**src/pkg/rte_pkg.sv**
```systemverilog
package rte_pkg;
	// host port address of the control register
	localparam logic [11:0] CTRL_ADDR = 12'h900;
	localparam logic [15:0] CTRL_RESET = 16'h0000;
	// control field positions
	localparam int HDLC_BYTE_BIT = 0;
	localparam int LEAD_LSB = 1;
	localparam int LEAD_MSB = 3;
	localparam int PKT_LSB = 4;
	localparam int PKT_MSB = 6;
	localparam int RSVD_BIT = 7;
	localparam int ENABLE_BIT = 8;
	localparam int ZSUB_BIT = 9;
	localparam int PAD_LSB = 10;
	localparam int PAD_MSB = 11;
	localparam int TEST_BIT = 15;
	// writable bits: 0..9, 10..11, 15
	localparam logic [15:0] CTRL_WMASK = 16'h8fff;
	// base frame length for packet count code 000
	localparam logic [10:0] PKT_BASE = 11'h020;
	localparam logic [2:0] PKT_CODE_MAX = 3'h5;
	// mu-law substitution values
	localparam logic [7:0] MU_ZERO = 8'h00;
	localparam logic [7:0] MU_ZERO_SUB = 8'h02;
	// even-bit inversion used for law conversion of padding
	localparam logic [7:0] LAW_XOR = 8'h55;
	// output law flag encoding
	localparam logic LAW_MU = 1'b0;
	localparam logic LAW_A = 1'b1;
	// pad companding codes
	typedef enum logic [1:0] {
		PAD_RAW = 2'h0,
		PAD_MU = 2'h1,
		PAD_ALAW = 2'h2,
		PAD_UNDEF = 2'h3
	} rte_pad_t;
	// buffer entry: frame_end, bitwise, hdlc, data
	localparam int ENTRY_W = 11;
endpackage

```
**src/core/rte_egress.sv**
```systemverilog
// Notes on behaviour
// - Bit 0 low frames HDLC bitwise on the TDM side; high frames bytewise.
// - Bits 6:4 pick 32 to 1024 packets per frame; codes 11x unused.
// - Incoming receive bytes are handled while enable bit 8 is set; in_ready follows the bit one cycle late, so one more byte can enter after it clears.
// - With bit 9 set, mu-law output byte 00h becomes 02h.
// - Bits 11:10: 00 raw padding ignoring law flag, 01 mu-law, 10 A-law.
`timescale 1ns/10ps
module rte_egress #(
	parameter int DATA_W = 8,
	parameter int PKT_CNT_W = 11
) (
	// clock, reset, enable
	input wire logic clk,
	input wire logic resetn,
	input wire logic ce,
	// host microprocessor port
	input wire logic [11:0] cpu_addr,
	input wire logic [15:0] cpu_wdata,
	input wire logic cpu_wr,
	input wire logic cpu_rd,
	output logic [15:0] cpu_rdata,
	output logic cpu_rvalid,
	// bytes from the receive reassembly
	input wire logic in_valid,
	output logic in_ready,
	input wire logic [DATA_W-1:0] in_data,
	input wire logic in_last,
	input wire logic in_pad,
	input wire logic in_hdlc,
	input wire logic output_law_flag,
	// bytes toward the tdm backplane
	output logic out_valid,
	input wire logic out_ready,
	output logic [DATA_W-1:0] out_data,
	output logic out_hdlc,
	output logic out_bitwise,
	output logic out_frame_end,
	// slot lead setting to the tdm timing
	output logic [2:0] slot_lead
);
	localparam int EW = rte_pkg::ENTRY_W + DATA_W - 8;

	function automatic logic [PKT_CNT_W-1:0] frame_len(input logic [2:0] code);
		frame_len = PKT_CNT_W'(rte_pkg::PKT_BASE << code);
	endfunction

	function automatic logic [DATA_W-1:0] law_swap(input logic [DATA_W-1:0] b);
		law_swap = b ^ DATA_W'(rte_pkg::LAW_XOR);
	endfunction

	logic [15:0] ctrl_q;
	logic [15:0] ctrl_d;
	logic [PKT_CNT_W-1:0] pkt_q;
	logic [PKT_CNT_W-1:0] pkt_d;
	logic [EW-1:0] e0_q;
	logic [EW-1:0] e1_q;
	logic [1:0] cnt_q;
	logic [1:0] cnt_d;
	logic in_ready_q;
	logic out_valid_q;

	// register decode
	wire ctrl_hit = cpu_addr == rte_pkg::CTRL_ADDR;
	wire ctrl_wr = cpu_wr & ctrl_hit;
	assign ctrl_d = (ctrl_q & ~rte_pkg::CTRL_WMASK) | (cpu_wdata & rte_pkg::CTRL_WMASK);

	// control fields
	wire bytewise = ctrl_q[rte_pkg::HDLC_BYTE_BIT];
	wire [2:0] pkt_code = ctrl_q[rte_pkg::PKT_MSB:rte_pkg::PKT_LSB];
	wire enable = ctrl_q[rte_pkg::ENABLE_BIT];
	wire zsub = ctrl_q[rte_pkg::ZSUB_BIT];
	rte_pkg::rte_pad_t pad_mode;
	assign pad_mode = rte_pkg::rte_pad_t'(ctrl_q[rte_pkg::PAD_MSB:rte_pkg::PAD_LSB]);

	wire push = in_valid & in_ready_q;
	wire pop = out_valid & out_ready;

	// padding translation toward the channel law
	wire pad_is_mu = pad_mode == rte_pkg::PAD_MU;
	wire pad_is_a = pad_mode == rte_pkg::PAD_ALAW;
	wire pad_law_differs = (pad_is_mu & (output_law_flag == rte_pkg::LAW_A)) |
		(pad_is_a & (output_law_flag == rte_pkg::LAW_MU));
	wire translate = in_pad & ~in_hdlc & pad_law_differs;
	wire [DATA_W-1:0] xlat_data = translate ? law_swap(in_data) : in_data;

	// law that governs the emitted byte; raw padding carries no law
	wire raw_pad = in_pad & (pad_mode == rte_pkg::PAD_RAW);
	wire out_is_mu = ~in_hdlc & ~raw_pad & (output_law_flag == rte_pkg::LAW_MU);

	wire zero_hit = zsub & out_is_mu & (xlat_data == DATA_W'(rte_pkg::MU_ZERO));
	wire [DATA_W-1:0] proc_data = zero_hit ? DATA_W'(rte_pkg::MU_ZERO_SUB) : xlat_data;

	wire [PKT_CNT_W-1:0] pkt_target = frame_len(pkt_code);
	wire pkt_wrap = in_last & (pkt_q == pkt_target - PKT_CNT_W'(1));
	assign pkt_d = pkt_wrap ? '0 : pkt_q + PKT_CNT_W'(in_last);
	wire pkt_code_change = ctrl_wr & (ctrl_d[rte_pkg::PKT_MSB:rte_pkg::PKT_LSB] != pkt_code);

	// framing granularity travels with each hdlc byte
	wire entry_bitwise = in_hdlc & ~bytewise;
	wire [EW-1:0] new_entry = {pkt_wrap, entry_bitwise, in_hdlc, proc_data};

	// two-entry buffer occupancy
	assign cnt_d = cnt_q + 2'(push) - 2'(pop);
	wire e0_load = (cnt_q == 2'h0) | (pop & (cnt_q == 2'h1));
	wire e1_load = push & ((cnt_q == 2'h1 & ~pop) | (cnt_q == 2'h2 & pop));

	always_ff @(posedge clk) begin
		if (!resetn) begin
			ctrl_q <= rte_pkg::CTRL_RESET;
		end else if (ce && ctrl_wr) begin
			ctrl_q <= ctrl_d;
		end
	end

	always_ff @(posedge clk) begin
		if (!resetn) begin
			cpu_rdata <= '0;
			cpu_rvalid <= 1'b0;
		end else if (ce) begin
			cpu_rvalid <= cpu_rd;
			cpu_rdata <= (cpu_rd && ctrl_hit) ? ctrl_q : 16'h0000;
		end
	end

	always_ff @(posedge clk) begin
		if (!resetn) begin
			pkt_q <= '0;
		end else if (ce && pkt_code_change) begin
			// counter never left beyond a shorter frame
			pkt_q <= '0;
		end else if (ce && push) begin
			pkt_q <= pkt_d;
		end
	end

	always_ff @(posedge clk) begin
		if (!resetn) begin
			cnt_q <= 2'h0;
			in_ready_q <= 1'b0;
			out_valid_q <= 1'b0;
		end else if (ce) begin
			cnt_q <= cnt_d;
			out_valid_q <= cnt_d != 2'h0;
			in_ready_q <= enable & (cnt_d != 2'h2);
		end
	end

	always_ff @(posedge clk) begin
		if (!resetn) begin
			e0_q <= '0;
			e1_q <= '0;
		end else if (ce) begin
			if (pop && cnt_q == 2'h2) begin
				e0_q <= e1_q;
			end else if (push && e0_load) begin
				e0_q <= new_entry;
			end
			if (e1_load) begin
				e1_q <= new_entry;
			end
		end
	end

	assign in_ready = in_ready_q;
	assign out_valid = out_valid_q;
	assign out_data = e0_q[DATA_W-1:0];
	assign out_hdlc = e0_q[DATA_W];
	assign out_bitwise = e0_q[DATA_W+1];
	assign out_frame_end = e0_q[DATA_W+2];
	assign slot_lead = ctrl_q[rte_pkg::LEAD_MSB:rte_pkg::LEAD_LSB];
endmodule

```
**config.mk**
```make
export PLATFORM = sky130hd
export DESIGN_NAME = rte_egress
export DESIGN_NICKNAME = d
export VERILOG_FILES = /design/src/pkg/rte_pkg.sv /design/src/core/rte_egress.sv
export SDC_FILE = /design/constraint.sdc
export NUM_CORES = 1
export LEC_CHECK = 0
export BUFFER_PORTS_ARGS = -buffer_cell sky130_fd_sc_hd__buf_2
export CAP_MARGIN = 0
export CELL_PAD_IN_SITES_DETAIL_PLACEMENT = 1
export CELL_PAD_IN_SITES_GLOBAL_PLACEMENT = 1
export CORE_ASPECT_RATIO = 0.75
export CORE_MARGIN = 3
export CORE_UTILIZATION = 35
export DETAILED_ROUTE_END_ITERATION = 16
export GPL_TIMING_DRIVEN = 0
export PLACE_DENSITY_LB_ADDON = 0.2
export SLEW_MARGIN = 5
export SYNTH_ARGS = -nofsm -noshare
export SYNTH_HDL_FRONTEND = slang
export SYNTH_SLANG_ARGS = --single-unit
```
**constraint.sdc**
```tcl
create_clock -name clk -period 4.72 [get_ports clk]
set_input_delay 0.944 -clock clk [delete_from_list [all_inputs] [get_ports clk]]
set_output_delay 0.944 -clock clk [all_outputs]
set_load 0.02 [all_outputs]
```
After elaboration in Yosys (flattened, before gate mapping)

Index checks and enable logic that the tools add are counted.
Widths: inputs -> output; s select.

Output and inout port bits: 33
Input bits: 47
Register bits after elaboration: 70

Bitwise gates (word level): 31
Mux-type cells: 6
Shift-type cells: 1
Reductions and logical operators: 14
Add/sub/neg operators: 4
Equality and inequality tests: 8

Operators by type and width:

| kind                  | count |
|---|---|
| $mux 11               | 3 |
| $and 1x1->1           | 20 |
| $mux 16               | 1 |
| $or 15x16->16         | 1 |
| $eq 12x12->1 const B  | 1 |
| $add 11x1->11         | 1 |
| $eq 11x11->1          | 1 |
| $shl 6x3->11 const A  | 1 |
| $sub 11x1->11 const B | 1 |
| $logic_not 8->1       | 1 |
| $mux 8                | 1 |
| $mux 7                | 1 |
| $logic_and 1x1->1     | 6 |
| $not 1->1             | 6 |
| $eq 2x1->1 const B    | 2 |
| $eq 2x2->1 const B    | 2 |
| $logic_not 2->1       | 2 |
| $not 4->4             | 1 |
| $reduce_and 2->1      | 2 |
| $reduce_bool 2->1     | 2 |
| $ne 3x3->1            | 1 |
| $or 1x1->1            | 3 |
| $add 2x1->2           | 1 |
| $ne 2x2->1 const B    | 1 |
| other kinds (2)       | 2 |

Logic depth before layout (Yosys ltp)

Gate-level depths: netlist (run 1).

Depth after elaboration: 10
Mapped depth: 9
Gate-level depth less buffers: 9

Least setup slack after synthesis (run 1)

OpenSTA, ideal clock, no wires.

Path kind: input to register
From: input port cpu_addr[4]
To: register pkt_q[4]
Buffers on the path: 2
Slack: 2.444 ns
Stages on the path: 7
Library setup time: 0.129 ns
Required time: 4.591 ns
Arrival time: 2.148 ns
Path through: nor4b_1 -> and4_1 -> clkbuf_1 -> nand2_1 -> o21ai_0 -> buf_2 -> a311oi_1

Word-level cells in the longest chain between the ends: 5

Ends and longest elaborated chain:

| element                          | line              | text |
|---|---|---|
| start, declared                  | rte_egress.sv:17  | `input wire logic [11:0] cpu_addr,` |
| $eq 12x12->1                     | rte_egress.sv:63  | `wire ctrl_hit = cpu_addr == rte_pkg::CTRL_ADDR;` |
| $and 1x1->1                      | rte_egress.sv:64  | `wire ctrl_wr = cpu_wr & ctrl_hit;` |
| $and 1x1->1                      | rte_egress.sv:96  | `wire pkt_code_change = ctrl_wr & (ctrl_d[rte_pkg::PKT_MSB:rte_pkg::PKT_LSB] != pkt_code);` |
| $logic_and 1x1->1                | rte_egress.sv:128 | `end else if (ce && pkt_code_change) begin` |
| $reduce_or 2->1 (no source line) | --                |  |
| end signal, assigned             | rte_egress.sv:132 | `pkt_q <= pkt_d;` |
| end, declared                    | rte_egress.sv:53  | `logic [PKT_CNT_W-1:0] pkt_q;` |

No other way between the ends.
A chain may end at the register's enable or synchronous reset.

Final worst setup path (run 1)

From: input port cpu_addr[1]
To: register pkt_q[3]

Same word-level chain as after synthesis.

==> impl_metrics.json, run 1 <==
{
  "crit_start": "cpu_addr[1]",
  "avgSynthCellArea_um2": 9.320,
  "min_from": "cpu_rdata[10]",
  "drive_above_1_share": 0.2642,
  "hold_viol": 0,
  "hold_end": "cpu_rdata[10]",
  "drtAntennaViolNets": 0,
  "syn-cell-area_mm2": 0.003094,
  "nNetsFinal": 470,
  "synth_nets": 383,
  "timing.critical_path.buf_inv": 3,
  "grt_max_degree": 12,
  "syn-instance-count": 332,
  "combinationalPowerShare": 0.041,
  "reg2reg_to": "pkt_q[2]",
  "period_share": 0.5687,
  "h-tree-depth": 3,
  "finalPower_mw": 1.265,
  "place_inst": 516,
  "worstReg2RegStart": "ctrl_q[5]",
  "worst_path_largest_cell_delay_ns": 0.35,
  "fill_cells": 1013,
  "yosysWarnings": 0,
  "power_frac_clock": 0.525,
  "sequentialPowerShare": 0.435,
  "synthTopCellsByArea": "dfxtp_1 42%, mux2i_1 7.1%, nor2b_1 4.9%",
  "sw_frac_of_total": 0.2144,
  "ff2ff_setup_slack_ns": 2.67,
  "core_area_mm2": 0.008527,
  "p_sw_uw": 271.2,
  "die_h_um": 87.43,
  "maxSlewHeadroom": 0.5840,
  "yosysTopAreaCellShare": 0.4205,
  "async_flop_share": 0,
  "pre_cts_ws_ns": 1.688,
  "dr.pass1.iters": 4,
  "num_vias": 2780,
  "synthFlopType": "dfxtp_1",
  "cts_buffer_depth": 2,
  "finalSetupViolations": 0,
  "vias_per_cell": 5.226,
  "routedWlPerCell_um": 16.80,
  "tns_ns": 0,
  "first_global_vias": 2824,
  "dieArea_mm2": 0.01002,
  "utilization": 0.4583,
  "finalWeightedCongestion": 0.8630,
  "synthDistinctLibCells": 54,
  "place_area_mm2": 0.003610,
  "grt-ovfl-total": 0,
  "yosys.area.top_type": "dfxtp_1",
  "yosysSeqAreaShare": 0.4205,
  "path_delay_family": "simple AND/OR/NAND/NOR gates",
  "power.density_mw_per_mm2": 323.7,
  "layout.cells.non_filler": 532,
  "arrival_ns": 2.89,
  "grt_antenna_before_repair": 0,
  "finish.instance_area_mm2": 0.003908,
  "worst_slack_ns": 2.036,
  "internal_power_uw": 993.7,
  "clk-insertion-delay-late_ns": 0.33,
  "hold_class": "flip-flop to flip-flop",
  "worstHoldPathCells": 1,
  "power.leakage_nw": 1.755,
  "cp_data_required_time_ns": 4.92,
  "max_freq_mhz": 372.5,
  "area_growth_pct": 26.28,
  "grt_pass1_wl_mm": 14.26,
  "cts_setup_buffers": 0,
  "worstPathCellList": "buf_2 -> nor4b_1 -> and4_1 -> clkbuf_1 -> nand2_1 -> o21ai_0 -> buf_2 -> a211oi_1",
  "r2r_cells": 6,
  "peakVddDrop_mv": 0.2063,
  "drt-initial-drc-count": 121,
  "hold_ws_ns": 0.4678,
  "slew_violations": 0,
  "cp-start-kind": "primary input",
  "die_w_um": 114.6,
  "tightest_slew_ns": 0.6240,
  "end_kind": "flip-flop",
  "drc": 0,
  "setup.worst_path.class": "primary input to flip-flop",
  "synth_enable_flop_cells": 0,
  "cts-root-buf": "clkbuf_16",
  "cts_tree": "yes",
  "ys_ff_latch": 65,
  "fin_crit_ns": 2.684,
  "postCtsHoldBufs": 0,
  "clk_pin_slew_ns": 0.05,
  "port_buffers": 76,
  "cpMostUsedCell": "buf_2",
  "status": "complete, no violations",
  "hpwl_mm": 6.599,
  "start_util": 0.3629,
  "cap_violations": 0,
  "drt_wl_total_mm": 8.937,
  "grt_util_all_layers": 0.1827,
  "cts_resized": 0,
  "skew_ns": 0.005227,
  "io_pins": 80,
  "rsz0062_at_grt": "no",
  "path_max_fanout": 10,
  "n_antenna_cell": 0,
  "cts_buffers": 9,
  "rows": 29,
  "cts.sinks": 65,
  "slowest_stage": "o21ai_0"
}
-- worst register-to-register path, stage by stage, from the launching register on --
cell      delay, ns
dfxtp_1        0.32
clkbuf_1       0.37
xnor2_1        0.18
o21ai_0        0.14
a21oi_2        0.53
o21bai_1       0.15
a311oi_1       0.27
-- sequential cells by signal (all words and copies together), names as in the netlist --
name	count
cpu_rvalid	1
in_ready	1
e0_q	11
out_valid	1
pkt_q	11
ctrl_q	13
cpu_rdata	14
e1_q	11
cnt_q	2
-- cells in the mapped netlist, drive strengths merged (2+ instances only) --
cell	number
o211ai	3
ha	4
a22o	13
nand2b	2
o21ai	9
o211a	6
dfxtp	65
nor4b	3
and2	6
a211oi	5
xor2	9
a21oi	8
nand3	16
nor3b	4
clkbuf	12
xnor2	7
buf	15
nor3	7
nor2	12
inv	3
and3	5
a311oi	2
nor2b	24
o21a	2
nand2	31
nand3b	3
o21bai	2
a31oi	2
mux2i	22
nand4	3
and4	2
a21boi	6
o32ai	5
-- final cells by class --
type                            count  area, um^2  share of cell area
Multi-Input combinational cell    237        1643              0.4204
Sequential cell                    65        1301              0.3330
Timing Repair Buffer               76       380.4             0.09734
Clock buffer                       11       242.7             0.06212
Buffer                             27       138.9             0.03554
Tap cell                          108       135.1             0.03458
Clock inverter                      5       55.05             0.01409
Inverter                            3       11.26            0.002882
-- how the worst max path moves through the flow --
stage                     to  slack, ns  cells after the start
floorplan           pkt_q[4]       2.44                      7
global placement    pkt_q[7]       1.77                      8
detailed placement  pkt_q[1]       1.69                      8
CTS                 pkt_q[1]       2.01                      8
global route        pkt_q[4]       1.90                      8
finish              pkt_q[3]       2.04                      8
-- cells in the final DEF (no fill, tap or decap), types with 7 or more instances in the layout --
master / instances
xnor2_1: 7
clkbuf_1: 13
nor2_1: 11
nand2_1: 31
nand3_1: 16
xor2_1: 9
o21ai_0: 7
nor2b_1: 24
buf_2: 85
clkbuf_16: 9
a22o_1: 13
dfxtp_1: 65
mux2i_1: 22
-- power groups by stage --
| stage | Clock [mW] | Sequential (mW) | Combinational (mW) |
|---|---|---|---|
| 6_report | 0.664 | 0.550 | 0.0513 |
| 5_1_grt | 0.699 | 0.549 | 0.0566 |
| 4_1_cts | 0.678 | 0.550 | 0.0516 |
| 3_5_place_dp | 0 | 0.562 | 0.0513 |
| 3_3_place_gp | 0 | 0.562 | 0.0501 |
| 2_1_floorplan | 0 | 0.562 | 0.0189 |
-- metal layers --
metal  GRT usage  wire length (um)  vias up
li1            -                 -     1371
met1      0.2535              4374     1335
met2      0.2831              4002       63
met3     0.04236               464       11
met4     0.05286                95        0
met5           0                 0        -
-- kinds of logic after synthesis --
family / share of synthesized area
xor+xnor: 0.04529
buf+inv: 0.04852
mux: 0.07481
compound gates: 0.1702
fa+ha+maj: 0.01618
flops: 0.4205
simple gates: 0.2244
No activity file was read; power rests on OpenSTA's default activity.
==> inputs of run 2 (changes only) <==
==> constraint.sdc (replaced) <==
create_clock -name clk -period 2.32 [get_ports clk]
set_input_delay 0.464 -clock clk [delete_from_list [all_inputs] [get_ports clk]]
set_output_delay 0.464 -clock clk [all_outputs]
set_load 0.02 [all_outputs]
==> run 2 against run 1 <==
- total power up 100%
- cell area unchanged
- clock skew about the same
- die area unchanged
- sequential share of layout area unchanged
- sequential cell count unchanged
- clock power up 100%
- via count about the same
- final cell count unchanged
- global-route usage unchanged
==> impl_metrics.json, run 2 (same netlist as run 1, synthesis figures left out) <==
{
  "status": "complete, no violations",
  "largest_reg_flops": 14,
  "min_from": "cpu_wdata[0]",
  "cp-start-kind": "primary input",
  "die_h_um": 87.43,
  "peakVddDrop_mv": 0.4197,
  "rsz0062_at_grt": "no",
  "ff2ff_setup_slack_ns": 0.27,
  "fin_crit_ns": 2.107,
  "slew_violations": 0,
  "cts-root-buf": "clkbuf_16",
  "drtAntennaViolNets": 0,
  "finalPower_mw": 2.574,
  "port_buffers": 76,
  "h-tree-depth": 3,
  "drc": 0,
  "cap_violations": 0,
  "place_inst": 516,
  "finalSetupViolations": 0,
  "rows": 29,
  "start_util": 0.3629,
  "setup.worst_path.class": "primary input to flip-flop",
  "finalWeightedCongestion": 0.8630,
  "num_vias": 2779,
  "sw_frac_of_total": 0.2146,
  "hpwl_mm": 6.599,
  "cp_data_required_time_ns": 2.52,
  "slowest_stage": "nor4b_1",
  "tightest_slew_ns": 0.6240,
  "crit_start": "cpu_addr[1]",
  "p_sw_uw": 552.5,
  "area_growth_pct": 26.28,
  "cpMostUsedCell": "buf_2",
  "hold_ws_ns": 0.3999,
  "dieArea_mm2": 0.01002,
  "cts_tree": "yes",
  "routedWlPerCell_um": 16.83,
  "maxSlewHeadroom": 0.5840,
  "grt_antenna_before_repair": 0,
  "end_kind": "flip-flop",
  "grt.busiest_layer": "met2",
  "timing.critical_path.buf_inv": 3,
  "drt_wl_total_mm": 8.952,
  "final_cell_mix": "85 x buf_2, 65 x dfxtp_1, 31 x nand2_1, 24 x nor2b_1, 22 x mux2i_1",
  "grt_max_degree": 12,
  "vias_per_cell": 5.224,
  "pre_cts_ws_ns": -0.2324,
  "dr.pass1.iters": 4,
  "fill_cells": 1013,
  "cts.sinks": 65,
  "grt_util_all_layers": 0.1827,
  "drt-initial-drc-count": 124,
  "grtUsageMet3": 0.04236,
  "path_max_fanout": 10,
  "drive_above_1_share": 0.2642,
  "worstPathCellList": "buf_2 -> nor4b_1 -> and4_1 -> clkbuf_1 -> nand2_1 -> o21ai_1 -> buf_2 -> a211oi_1",
  "worst_slack_ns": 0.2130,
  "n_antenna_cell": 0,
  "period_share": 0.9082,
  "cts_buffers": 9,
  "arrival_ns": 2.31,
  "power.leakage_nw": 1.756,
  "worstReg2RegStart": "cnt_q[1]",
  "clk-insertion-delay-late_ns": 0.33,
  "internal_power_mw": 2.022,
  "worst_path_largest_cell_delay_ns": 0.34,
  "core_area_mm2": 0.008527,
  "skew_ns": 0.005230,
  "layout_commonest_cell": "buf_2",
  "largest_registers": "cpu_rdata (14), ctrl_q (13)",
  "io_pins": 80,
  "met1_usage": 0.2535,
  "cts_buffer_depth": 2,
  "sequentialPowerShare": 0.434,
  "grt-ovfl-total": 0,
  "regMostFlops": "cpu_rdata",
  "hold_class": "primary input to flip-flop",
  "combinationalPowerShare": 0.040,
  "first_global_vias": 2824,
  "cts_setup_buffers": 0,
  "layout.cells.non_filler": 532,
  "grt_util_met2": 0.2831,
  "nNetsFinal": 470,
  "path_delay_family": "simple AND/OR/NAND/NOR gates",
  "grt_pass1_wl_mm": 14.26,
  "power_frac_clock": 0.525,
  "clk_pin_slew_ns": 0.06,
  "max_freq_mhz": 474.6,
  "power.density_mw_per_mm2": 658.8,
  "hold_viol": 0,
  "die_w_um": 114.6
}
run 2: cell counts in the layout (fill, tap and decap cells not counted):
Identical to the previous run, type by type.
run 2: final timing paths:
| check | to | cells after the start |
|---|---|---|
| max | pkt_q[3] | 8 |
| max reg2reg | e0_q[9] | 8 |
| min | ctrl_q[0] | 3 |
| min reg2reg | cpu_rdata[10] | 1 |
run 2: final cells by class:
cell class | count | area, um^2 | area share
sequential | 65 | 1301 | 0.3330
clock inverter | 5 | 55.05 | 0.01409
buffer | 27 | 138.9 | 0.03554
tap | 108 | 135.1 | 0.03458
inverter | 3 | 11.26 | 0.002882
timing repair buffer | 76 | 380.4 | 0.09734
multi-input combinational | 237 | 1643 | 0.4204
clock buffer | 11 | 242.7 | 0.06212
run 2: power by group through the flow:
stage          Clock, mW  Sequential (mW)  Combinational [mW]
2_1_floorplan          0             1.14              0.0384
3_3_place_gp           0             1.14               0.102
3_5_place_dp           0             1.14               0.104
4_1_cts             1.38             1.12               0.105
5_1_grt             1.42             1.12               0.115
6_report            1.35             1.12               0.104
run 2: through the flow:
stage	utilization	TNS (ns)	instance area (um^2)
floorplan	-	0	3094
detailed placement	0.4233	-2.424	3610
finish	0.4583	0	3908
global placement	0.4233	-1.415	3610
global route	0.4583	0	3908
CTS	0.4583	0	3908
run 2: repair_timing:
| action | 4_1_cts | 5_1_grt |
|---|---|---|
| hold buffers | 0 | 0 |
| gates resized for setup | 0 | 1 |
| setup endpoints to repair | 0 | 4 |
| hold endpoints to repair | 0 | 0 |
run 2: layer usage:
layer | wire, um | vias to the layer above
li1 | - | 1368
met1 | 4338 | 1334
met2 | 3993 | 66
met3 | 524 | 11
met4 | 95 | 0
met5 | 0 | -
run 2: worst reg2reg max path, stage by stage, from the launching register on:
cell	delay, ns
dfxtp_1	0.31
clkbuf_1	0.29
nand4b_1	0.28
o21ai_0	0.14
and3_1	0.16
buf_2	0.19
buf_2	0.25
nand3_1	0.15
o211a_1	0.16
==> inputs of run 3 (changes only) <==
--- a/config.mk
+++ b/config.mk
@@ -5,13 +5,13 @@
 export SDC_FILE = /design/constraint.sdc
 export NUM_CORES = 1
 export LEC_CHECK = 0
+export ABC_AREA = 1
 export BUFFER_PORTS_ARGS = -buffer_cell sky130_fd_sc_hd__buf_2
 export CAP_MARGIN = 0
 export CELL_PAD_IN_SITES_DETAIL_PLACEMENT = 1
 export CELL_PAD_IN_SITES_GLOBAL_PLACEMENT = 1
-export CORE_ASPECT_RATIO = 0.75
 export CORE_MARGIN = 3
-export CORE_UTILIZATION = 35
+export CORE_UTILIZATION = 34
 export DETAILED_ROUTE_END_ITERATION = 16
 export GPL_TIMING_DRIVEN = 0
 export PLACE_DENSITY_LB_ADDON = 0.2
==> run 3 against run 2 <==
- critical path depth grew 2
- maximum frequency is 13% higher
- clock power is 21% lower
- register-to-register slack better by 0.19 ns
- global-route usage grew 0.19 points
- wire length grew 2.8%
- final cell count increased by 15%
- critical endpoint is now in_ready
- largest power group is now registers
==> impl_metrics.json, run 3 <==
{
  "ys_ff_latch": 65,
  "setup.worst_path.class": "flip-flop to flip-flop",
  "path_delay_family": "adder cells",
  "finish.instance_area_mm2": 0.003870,
  "regMostFlops": "cpu_rdata",
  "power_frac_clock": 0.449,
  "grt_max_degree": 13,
  "rows": 34,
  "drc": 0,
  "die_w_um": 102.1,
  "slowest_stage": "dfxtp_1",
  "cts.sinks": 65,
  "clk_pin_slew_ns": 0.07,
  "drt-initial-drc-count": 99,
  "syn-instance-count": 414,
  "ff2ff_setup_slack_ns": 0.46,
  "avgSynthCellArea_um2": 7.586,
  "worstPathCellList": "nand2_1 -> inv_1 -> ha_1 -> inv_1 -> ha_1 -> xor2_1 -> a21oi_1 -> o21ai_0 -> o21ai_0 -> inv_1",
  "grt_util_all_layers": 0.1846,
  "io_pins": 80,
  "core_area_mm2": 0.008848,
  "peakVddDrop_mv": 0.2822,
  "finalWeightedCongestion": 0.7899,
  "period_share": 0.8017,
  "cap_violations": 0,
  "largest_registers": "cpu_rdata (14), ctrl_q (13)",
  "yosys.area.top_type": "dfxtp_1",
  "grt_antenna_before_repair": 0,
  "async_flop_share": 0,
  "hold_class": "primary input to flip-flop",
  "fill_cells": 1142,
  "synthFlopType": "dfxtp_1",
  "utilization": 0.4374,
  "cts_buffers": 9,
  "grt-ovfl-total": 0,
  "clk-insertion-delay-late_ns": 0.35,
  "combinationalPowerShare": 0.077,
  "layout_commonest_cell": "buf_2",
  "max_freq_mhz": 537.7,
  "start_util": 0.3549,
  "arrival_ns": 2.10,
  "synth_nets": 465,
  "layout.cells.non_filler": 613,
  "largest_reg_flops": 14,
  "h-tree-depth": 3,
  "cts_tree": "yes",
  "syn-cell-area_mm2": 0.003141,
  "die_h_um": 102.1,
  "tightest_slew_ns": 0.5535,
  "yosysWarnings": 0,
  "n_antenna_cell": 0,
  "postCtsHoldBufs": 0,
  "synth.top_cells.by_count": "65 x dfxtp_1, 64 x nand2_1, 45 x nor2_1",
  "synth.most_common_cell": "dfxtp_1",
  "place_area_mm2": 0.003651,
  "maxSlewHeadroom": 0.6310,
  "synth_enable_flop_cells": 0,
  "yosysTopAreaCellShare": 0.4143,
  "yosysSeqAreaShare": 0.4143,
  "sw_frac_of_total": 0.2484,
  "dieArea_mm2": 0.01043,
  "synthTopCellsByArea": "dfxtp_1 41%, nand2_1 7.6%, nand3_1 6.1%",
  "cts_buffer_depth": 2,
  "num_vias": 3017,
  "hpwl_mm": 7.003,
  "skew_ns": 0.01339,
  "drive_above_1_share": 0.2673,
  "cpMostUsedCell": "inv_1",
  "power.leakage_nw": 1.891,
  "power.density_mw_per_mm2": 617.6,
  "timing.critical_path.buf_inv": 3,
  "p_sw_uw": 593.6,
  "drtAntennaViolNets": 0,
  "path_max_fanout": 3,
  "routedWlPerCell_um": 15.02,
  "first_global_vias": 3081,
  "grt_pass1_wl_mm": 14.97,
  "cts-root-buf": "clkbuf_8",
  "drt_wl_total_mm": 9.206,
  "cts_setup_buffers": 0,
  "slew_violations": 0,
  "hold_ws_ns": 0.3457,
  "area_growth_pct": 23.23,
  "nNetsFinal": 551,
  "cp-start-kind": "flip-flop",
  "synthDistinctLibCells": 41,
  "finalSetupViolations": 0,
  "fin_crit_ns": 1.860,
  "tns_ns": 0,
  "sequentialPowerShare": 0.475,
  "end_kind": "flip-flop",
  "cp_data_required_time_ns": 2.56,
  "place_inst": 597,
  "hold_viol": 0,
  "worst_path_largest_cell_delay_ns": 0.33,
  "internal_power_mw": 1.797,
  "port_buffers": 75,
  "rsz0062_at_grt": "no",
  "status": "complete, no violations",
  "dr.pass1.iters": 4,
  "vias_per_cell": 4.922,
  "cts_resized": 0,
  "final_cell_mix": "80 x buf_2, 65 x dfxtp_1, 64 x nand2_1, 45 x nor2_1"
}
## run 3: changes by cell type after synthesis, sizes merged, moves of 20 or more
cell,delta
a21oi,+21
inv,+40
mux2i,-20
nand2,+36
nand3,+24
nor2,+46
nor2b,-24
o21ai,+23
## run 3: layout make-up
class	count	area (um^2)	share of cell area
clock inverters	7	95.09	0.02457
plain buffers	22	126.4	0.03265
well taps	108	135.1	0.03492
repair buffers	75	375.4	0.09699
clock buffers	9	123.9	0.03201
inverters	45	172.7	0.04462
flip-flops and latches	65	1301	0.3362
multi-input cells	282	1540	0.3980
## run 3: through the flow
| stage | total power [mW] | worst slack, ns |
|---|---|---|
| after floorplan | 1.259 | 0.5500 |
| after global placement | 1.341 | 0.2839 |
| after CTS | 2.429 | 0.4363 |
| after global routing | 2.498 | 0.3295 |
| after detailed placement | 1.346 | 0.2071 |
| final | 2.390 | 0.4601 |
## run 3: power groups by stage
stage	logic, mW	registers (mW)	clock network (mW)
6_report	0.183	1.14	1.07
5_1_grt	0.202	1.14	1.16
4_1_cts	0.186	1.14	1.11
3_5_place_dp	0.184	1.16	0
3_3_place_gp	0.180	1.16	0
2_1_floorplan	0.0882	1.17	0
## run 3: path summary, 6_finish.rpt
check                 from            end  cells past startpoint
max              out_valid       in_ready                     10
max reg2reg      out_valid       in_ready                     10
min reg2reg  cpu_rdata[15]  cpu_rdata[15]                      2
min          cpu_wdata[15]     ctrl_q[15]                      3
## run 3: per-layer routing
metal  share of wire  routed length, um  vias up  GRT usage
met5               0                  0        -          0
met4           0.010                 95        0    0.04743
met3           0.039                359        8    0.04505
met2            0.49               4545       51     0.3168
met1            0.46               4205     1427     0.2325
li1                -                  -     1531          -
## run 3: worst register-to-register path, cell delays in order, from the launching register on
cell and delay, ns:
dfxtp_1 0.33, nand2_1 0.15, inv_1 0.10, ha_1 0.29, inv_1 0.04, ha_1 0.19
xor2_1 0.15, a21oi_1 0.12, o21ai_0 0.16, o21ai_0 0.18, inv_1 0.05
## run 3: cells by family (layout without fill, tap and decap cells)
family	after synthesis	count (layout)	share of synthesized area
fa+ha+maj	4	4	0.01594
flops	65	65	0.4143
simple gates	183	183	0.2877
mux	2	2	0.006375
buf+inv	67	158	0.09521
compound gates	77	77	0.1359
xor+xnor	16	16	0.04462
